===== src/common/bos_pkg.sv =====
// shared constants, opcode map and decode helpers for the byte-op executor
package bos_pkg;

  // ****************************************************************
  // widths
  // ****************************************************************
  localparam int unsigned INSN_W  = 12;
  localparam int unsigned DATA_W  = 8;
  localparam int unsigned FADDR_W = 5;
  localparam int unsigned PC_W    = 11;
  localparam int unsigned JMP_W   = 9;
  localparam int unsigned PAGE_W  = 2;

  // ****************************************************************
  // field positions
  // ****************************************************************
  localparam int unsigned FLD_F_LSB   = 0;
  localparam int unsigned FLD_DEST    = 5;
  localparam int unsigned FLD_OP6_LSB = 6;
  localparam int unsigned FLD_OP4_LSB = 8;
  localparam int unsigned FLD_OP3_LSB = 9;
  localparam int unsigned FLD_K_LSB   = 0;

  // ****************************************************************
  // opcode patterns
  // ****************************************************************
  localparam logic [5:0] OPC_COMPLEMENT = 6'h09;
  localparam logic [5:0] OPC_DECREMENT  = 6'h03;
  localparam logic [5:0] OPC_INCREMENT  = 6'h0A;
  localparam logic [5:0] OPC_DEC_SKIP   = 6'h0B;
  localparam logic [5:0] OPC_INC_SKIP   = 6'h0F;
  localparam logic [2:0] OPC_JUMP       = 3'h5;
  localparam logic [3:0] OPC_OR_LIT     = 4'hD;

  // ****************************************************************
  // reset values
  // ****************************************************************
  localparam logic [DATA_W-1:0] ACC_RST  = 8'h00;
  localparam logic              ZERO_RST = 1'b0;
  localparam logic [PC_W-1:0]   PC_RST   = 11'h000;

  typedef enum logic [2:0] {
    OP_NONE,
    OP_COMPLEMENT,
    OP_DECREMENT,
    OP_INCREMENT,
    OP_DEC_SKIP,
    OP_INC_SKIP,
    OP_JUMP,
    OP_OR_LIT
  } bos_op_t;

  function automatic bos_op_t bos_decode(input logic [INSN_W-1:0] w);
    bos_op_t r;
    r = OP_NONE;
    case (w[INSN_W-1:FLD_OP6_LSB])
      OPC_COMPLEMENT: r = OP_COMPLEMENT;
      OPC_DECREMENT:  r = OP_DECREMENT;
      OPC_INCREMENT:  r = OP_INCREMENT;
      OPC_DEC_SKIP:   r = OP_DEC_SKIP;
      OPC_INC_SKIP:   r = OP_INC_SKIP;
      default:        r = OP_NONE;
    endcase
    if (w[INSN_W-1:FLD_OP3_LSB] == OPC_JUMP) r = OP_JUMP;
    if (w[INSN_W-1:FLD_OP4_LSB] == OPC_OR_LIT) r = OP_OR_LIT;
    return r;
  endfunction : bos_decode

  function automatic logic bos_is_file_op(input bos_op_t op);
    return (op == OP_COMPLEMENT) || (op == OP_DECREMENT) ||
           (op == OP_INCREMENT) || (op == OP_DEC_SKIP) ||
           (op == OP_INC_SKIP);
  endfunction : bos_is_file_op

  function automatic logic bos_is_skip_op(input bos_op_t op);
    return (op == OP_DEC_SKIP) || (op == OP_INC_SKIP);
  endfunction : bos_is_skip_op

endpackage : bos_pkg


===== src/core/bos_alu.sv =====
// byte arithmetic for the executor: complement, step and literal or
`timescale 1ns/10ps
`default_nettype none
module bos_alu
  import bos_pkg::*;
(
  // operation and operands
  input  wire logic [2:0]        op,
  input  wire logic [DATA_W-1:0] file_val,
  input  wire logic [DATA_W-1:0] acc_val,
  input  wire logic [DATA_W-1:0] literal,
  // result
  output logic      [DATA_W-1:0] result,
  output logic                   is_zero
);

  bos_op_t op_e;

  always_comb begin
    op_e = bos_op_t'(op);
    case (op_e)
      OP_COMPLEMENT: result = ~file_val;
      OP_DECREMENT,
      OP_DEC_SKIP:   result = file_val - 8'h01;
      OP_INCREMENT,
      OP_INC_SKIP:   result = file_val + 8'h01;
      OP_OR_LIT:     result = acc_val | literal;
      default:       result = file_val;
    endcase
    is_zero = (result == 8'h00);
  end

endmodule : bos_alu
`default_nettype wire


===== src/core/bos_seq.sv =====
// flow control for the executor: branch target and slot discard
`timescale 1ns/10ps
`default_nettype none
module bos_seq
  import bos_pkg::*;
(
  // executing operation
  input  wire logic [2:0]        op,
  input  wire logic              res_zero,
  input  wire logic [JMP_W-1:0]  jump_k,
  input  wire logic [PAGE_W-1:0] page,
  // flow decisions
  output logic                   take_jump,
  output logic                   flush_next,
  output logic      [PC_W-1:0]   target
);

  bos_op_t op_e;

  always_comb begin
    op_e       = bos_op_t'(op);
    take_jump  = (op_e == OP_JUMP);
    // fetched word is stale after a branch or a zero skip
    flush_next = take_jump || (bos_is_skip_op(op_e) && res_zero);
    // page bits above the immediate
    target     = {page, jump_k};
  end

endmodule : bos_seq
`default_nettype wire


===== src/core/bos_exec.sv =====
// execution unit for byte file ops, zero skips, absolute jump and or-literal
`timescale 1ns/10ps
`default_nettype none
module bos_exec
  import bos_pkg::*;
(
  // clock and reset
  input  wire logic               clk,
  input  wire logic               sys_rst,
  // instruction stream
  input  wire logic               insn_valid,
  input  wire logic [INSN_W-1:0]  insn,
  input  wire logic [PAGE_W-1:0]  status_page,
  // file register read
  output logic      [FADDR_W-1:0] file_raddr,
  input  wire logic [DATA_W-1:0]  file_rdata,
  // file register write
  output logic                    file_we,
  output logic      [FADDR_W-1:0] file_waddr,
  output logic      [DATA_W-1:0]  file_wdata,
  // core state
  output logic      [DATA_W-1:0]  acc,
  output logic                    zero_flag,
  output logic                    pc_load,
  output logic      [PC_W-1:0]    pc_target,
  output logic                    nop_slot
);

  // ****************************************************************
  // state
  // ****************************************************************
  logic [DATA_W-1:0]  acc_q;
  logic [DATA_W-1:0]  acc_d;
  logic               zero_q;
  logic               zero_d;
  logic               nop_slot_q;
  logic               we_q;
  logic [FADDR_W-1:0] waddr_q;
  logic [DATA_W-1:0]  wdata_q;
  logic               pc_load_q;
  logic [PC_W-1:0]    pc_target_q;

  bos_op_t            op;
  logic               dest_file;
  logic [FADDR_W-1:0] f_addr;
  logic [DATA_W-1:0]  f_val;
  logic [DATA_W-1:0]  alu_res;
  logic               alu_zero;
  logic               take_jump;
  logic               flush_next;
  logic [PC_W-1:0]    target;
  logic               to_file;
  logic               to_acc;
  logic               hits_zero;

  // ****************************************************************
  // decode
  // ****************************************************************
  always_comb begin
    // the word fetched behind a flush never executes
    op        = (insn_valid && !nop_slot_q) ? bos_decode(insn) : OP_NONE;
    dest_file = insn[FLD_DEST];
    f_addr    = insn[FLD_F_LSB +: FADDR_W];
    // a write still in flight is newer than the file's copy
    f_val     = (we_q && waddr_q == f_addr) ? wdata_q : file_rdata;
  end

  assign file_raddr = f_addr;

  always_comb begin
    to_file   = bos_is_file_op(op) && dest_file;
    to_acc    = (bos_is_file_op(op) && !dest_file) || (op == OP_OR_LIT);
    hits_zero = (op == OP_COMPLEMENT) || (op == OP_DECREMENT) ||
                (op == OP_INCREMENT) || (op == OP_OR_LIT);
  end

  // ****************************************************************
  // datapath units
  // ****************************************************************
  bos_alu u_alu (
    .op       (op),
    .file_val (f_val),
    .acc_val  (acc_q),
    .literal  (insn[FLD_K_LSB +: DATA_W]),
    .result   (alu_res),
    .is_zero  (alu_zero)
  );

  bos_seq u_seq (
    .op         (op),
    .res_zero   (alu_zero),
    .jump_k     (insn[FLD_K_LSB +: JMP_W]),
    .page       (status_page),
    .take_jump  (take_jump),
    .flush_next (flush_next),
    .target     (target)
  );

  // ****************************************************************
  // accumulator
  // ****************************************************************
  always_comb begin
    acc_d = to_acc ? alu_res : acc_q;
  end

  always_ff @(posedge clk) begin
    if (sys_rst) begin
      acc_q <= ACC_RST;
    end else begin
      acc_q <= acc_d;
    end
  end

  // ****************************************************************
  // zero flag
  // ****************************************************************
  always_comb begin
    // skips and jumps fall through here and keep the flag
    zero_d = hits_zero ? alu_zero : zero_q;
  end

  always_ff @(posedge clk) begin
    if (sys_rst) begin
      zero_q <= ZERO_RST;
    end else begin
      zero_q <= zero_d;
    end
  end

  // ****************************************************************
  // file write-back
  // ****************************************************************
  always_ff @(posedge clk) begin
    if (sys_rst) begin
      we_q    <= 1'b0;
      waddr_q <= '0;
      wdata_q <= '0;
    end else begin
      we_q <= to_file;
      if (to_file) begin
        waddr_q <= f_addr;
        wdata_q <= alu_res;
      end
    end
  end

  // ****************************************************************
  // flow control
  // ****************************************************************
  always_ff @(posedge clk) begin
    if (sys_rst) begin
      nop_slot_q <= 1'b0;
    end else begin
      nop_slot_q <= flush_next;
    end
  end

  always_ff @(posedge clk) begin
    if (sys_rst) begin
      pc_load_q   <= 1'b0;
      pc_target_q <= PC_RST;
    end else begin
      pc_load_q <= take_jump;
      if (take_jump) begin
        pc_target_q <= target;
      end
    end
  end

  assign acc        = acc_q;
  assign zero_flag  = zero_q;
  assign file_we    = we_q;
  assign file_waddr = waddr_q;
  assign file_wdata = wdata_q;
  assign pc_load    = pc_load_q;
  assign pc_target  = pc_target_q;
  assign nop_slot   = nop_slot_q;

  logic [DATA_W-1:0] dest_val;
  assign dest_val = we_q ? wdata_q : acc_q;
endmodule : bos_exec
`default_nettype wire


===== config.mk =====
export PLATFORM = sky130hd
export DESIGN_NAME = bos_exec
export DESIGN_NICKNAME = d
export VERILOG_FILES = /design/src/common/bos_pkg.sv /design/src/core/bos_alu.sv /design/src/core/bos_seq.sv /design/src/core/bos_exec.sv
export SDC_FILE = /design/constraint.sdc
export NUM_CORES = 1
export LEC_CHECK = 0
export BUFFER_PORTS_ARGS = -buffer_cell sky130_fd_sc_hd__buf_2
export CAP_MARGIN = 20
export CELL_PAD_IN_SITES_DETAIL_PLACEMENT = 1
export CELL_PAD_IN_SITES_GLOBAL_PLACEMENT = 2
export CORE_UTILIZATION = 25
export DETAILED_ROUTE_END_ITERATION = 16
export PLACE_DENSITY = 0.66
export SLEW_MARGIN = 40
export SYNTH_ARGS = -nofsm -noshare
export SYNTH_HDL_FRONTEND = slang
export SYNTH_SLANG_ARGS = --single-unit

===== constraint.sdc =====
create_clock -name clk -period 3.3 [get_ports clk]
set_input_delay 0.165 -clock clk [delete_from_list [all_inputs] [get_ports clk]]
set_output_delay 0.165 -clock clk [all_outputs]
set_load 0.01 [all_outputs]

==> flow_metrics.env <==
export IMPL_root_buffer="clkbuf_8"
export IMPL_regArea_um2=721
export IMPL_rr_startpoint="file_waddr[4]$_SDFFE_PP0P_"
export IMPL_finalCriticalPeriod_ns=3.12
export IMPL_crit_start="file_waddr[4]$_SDFFE_PP0P_"
export IMPL_synth_ff_type="dfxtp_1"
export IMPL_pin_count=66
export IMPL_final_nets=414
export IMPL_switching_share_pct=28.9
export IMPL_ys_warn_count=0
export IMPL_synth_top_cell_by_area="dfxtp_1"
export IMPL_tightest_slew_ns=0.805
export IMPL_p_leak_nw=1.34
export IMPL_p_switching_mw=0.295
export IMPL_r2r_cells=14
export IMPL_whs_path_depth=3
export IMPL_fillers=1143
export IMPL_drive_gt1_share_pct=38.2
export IMPL_powerDensity_mw_per_mm2=316
export IMPL_synth_common_cells="nor2_1 (44), dfxtp_1 (36), nand2_1 (30)"
export IMPL_clock_power_share_pct=34.3
export IMPL_crit_family="simple AND/OR/NAND/NOR gates"
export IMPL_hp_start="status_page[0]"
export IMPL_grt_pass1_vias=2504
export IMPL_firstDrtPassIters=4
export IMPL_cts_tree="yes"
export IMPL_row_count=35
export IMPL_fin_tns_setup_ns=0
export IMPL_core_area_mm2=0.00924
export IMPL_io_buffers=65
export IMPL_fmax_mhz=320
export IMPL_status="complete, no violations"
export IMPL_slowest_stage="mux2_2"
export IMPL_p_seq_share_pct=43.6
export IMPL_cp_max_fo=5
export IMPL_grt_start_max_net_pins=37
export IMPL_clk_pin_slew_ns=0.07
export IMPL_diodes=0
export IMPL_syn_inst=292
export IMPL_wl_per_cell_um=16.3
export IMPL_report_final_slew_viol_count=0
export IMPL_numCtsBuffers=5
export IMPL_preCtsSetupSlack_ns=-0.158
export IMPL_grt_ovfl_total=0
export IMPL_setup_viol=0
export IMPL_combinationalPowerShare_pct=22.1
export IMPL_finalWeightedCongestion=0.795
export IMPL_grt_antenna_before_repair=0
export IMPL_yosysUniqueCellTypes=56
export IMPL_cpPeakStageDelay_ns=0.40
export IMPL_via_per_inst=4.80
export IMPL_finalClockSkew_ns=0.00481
export IMPL_grt_use_total_pct=17.2
export IMPL_ys_ff_latch=36
export IMPL_ant_nets=0
export IMPL_die_area_mm2=0.00991
export IMPL_path_class="reg -> reg"
export IMPL_finalCritPeriodShare_pct=94.6
export IMPL_critPathBufInv=2
export IMPL_synth_edf_count=0
export IMPL_drt_total_wl_um=8350
export IMPL_initial_core_util_pct=25.7
export IMPL_syn2layout_area_growth_pct=35.8
export IMPL_synth_area_mm2=0.00238
export IMPL_synth_top_cell_area_share_pct=30.3
export IMPL_multi_input_area_mm2=0.00163
export IMPL_ys_seq_area_share_pct=30.3
export IMPL_cts_htree_levels=2
export IMPL_postLayoutCoreUtil_pct=35.0
export IMPL_hold_path_class="in -> reg"
export IMPL_cts_sinks=36
export IMPL_path_cells="xnor2_2 -> nand4_4 -> nor2_4 -> mux2_2 -> ha_1 -> nor2_1 -> a21oi_2 -> a21o_1 -> a21oi_2 -> and3_1 -> nor4b_4 -> buf_4 -> buf_4 -> a211oi_1"
export IMPL_end_kind="register"
export IMPL_cts_max_path_buffers=2
export IMPL_hold_viol_final=0
export IMPL_die_w_um=99.5
export IMPL_relSlewSlack_pct=46.3
export IMPL_maxCapViolCount=0
export IMPL_drtIter0Drc=94
export IMPL_clock_latency_ns=0.28
export IMPL_async_flop_share_pct=0
export IMPL_fp_dieH_um=99.5
export IMPL_grt_pass1_wl_um=13300
export IMPL_setup_ws_ns=0.180
export IMPL_critPathRequiredTime_ns=3.49
export IMPL_via_count=2454
export IMPL_crit_path_start_kind="register"
export IMPL_dp_hpwl_um=6640
export IMPL_synth_most_common_cell="nor2_1"
export IMPL_crit_cells=14
export IMPL_synth_area_leaders="dfxtp_1 (30%), mux2i_1 (7.2%), nor2_1 (6.9%)"
export IMPL_synth_nets=324
export IMPL_avgSynthCellArea_um2=8.15
export IMPL_drc=0
export IMPL_crit_arrival_ns=3.32
export IMPL_ir_worst_vdd_mv=0.188
export IMPL_internal_power_mw=0.727
## state kept, by name, indices dropped and copies added (netlist names)
register    flops
pc_target      11
acc             8
file_wdata      8
file_waddr      5
file_we         1
nop_slot        1
pc_load         1
zero_flag       1
## worst min-delay path, cell delays in order
cell and delay (ns):
buf_2 0.08, mux2i_1 0.05, nor2_1 0.07
## area by class of cell
cell class	count	area share (%)
flip-flops and latches	36	22.3
inverters	6	0.697
repair buffers	102	18.7
clock buffers	7	2.98
well taps	129	5.00
multi-input cells	231	50.3
## cells by family (layout without fill, tap and decap cells)
| group | after synthesis | count (layout) | share of synthesized area (%) |
|---|---|---|---|
| simple gates | 121 | 121 | 26.4 |
| fa+ha+maj | 7 | 7 | 4.00 |
| mux | 24 | 24 | 10.5 |
| xor+xnor | 10 | 10 | 3.68 |
| buf+inv | 25 | 115 | 5.52 |
| compound gates | 69 | 69 | 19.6 |
| flops | 36 | 36 | 30.3 |
## worst paths after layout
kind                                 to  slack (ns)
min           pc_target[9]$_SDFFE_PP0P_        0.12
min reg2reg  file_wdata[4]$_SDFFE_PP0P_        0.48
max reg2reg         acc[6]$_SDFFE_PP0P_        0.18
max                 acc[6]$_SDFFE_PP0P_        0.18
## power groups by stage
stage,logic [mW],registers [mW],clock network (mW)
floorplan,0.121,0.458,0
global placement,0.210,0.456,0
detailed placement,0.213,0.456,0
CTS,0.217,0.446,0.360
global route,0.248,0.447,0.377
finish,0.226,0.446,0.350
## per-stage QoR
step                std cells  area [um^2]  hold slack (ns)  total power [mW]
floorplan                 292         2380            0.301             0.579
global placement          499         3000            0.401             0.666
detailed placement        499         3000            0.423             0.669
CTS                       507         3110            0.122              1.02
global route              511         3230            0.138              1.07
finish                    511         3230            0.124              1.02
## metal layers
layer / track usage [%] / vias up / part of all wire (%)
met5: 0 / - / 0
met4: 3.17 / 0 / 0.67
met3: 2.25 / 4 / 3.0
met2: 28.6 / 41 / 47
li1: - / 1220 / -
met1: 23.9 / 1189 / 49
## placed cells by master, fill, tap and decap left out, types with 4 or more instances in the layout
cell type,synthesis,routed
o22ai_1,4,4
nor2b_1,4,4
mux2_2,7,7
xnor2_2,0,4
buf_2,6,65
a21o_1,4,4
buf_4,6,37
a21oi_1,18,16
o21ai_0,6,4
ha_1,6,6
a211oi_1,12,12
nor3_1,6,4
nand2b_1,7,7
nor2_1,44,43
clkbuf_8,0,7
nand2_1,30,29
nand4_1,5,5
mux2i_1,17,17
inv_1,6,6
nand3_1,5,5
dfxtp_1,36,36
## timing repair
| item | 4_1_cts | 5_1_grt |
|---|---|---|
| hold buffers | 0 | 0 |
| resized for setup | 4 | 20 |
| pin swaps | 1 | 8 |
| setup endpoints to repair | 9 | 11 |
| buffers inserted | 1 | 4 |
No activity file was read; power rests on OpenSTA's default activity.
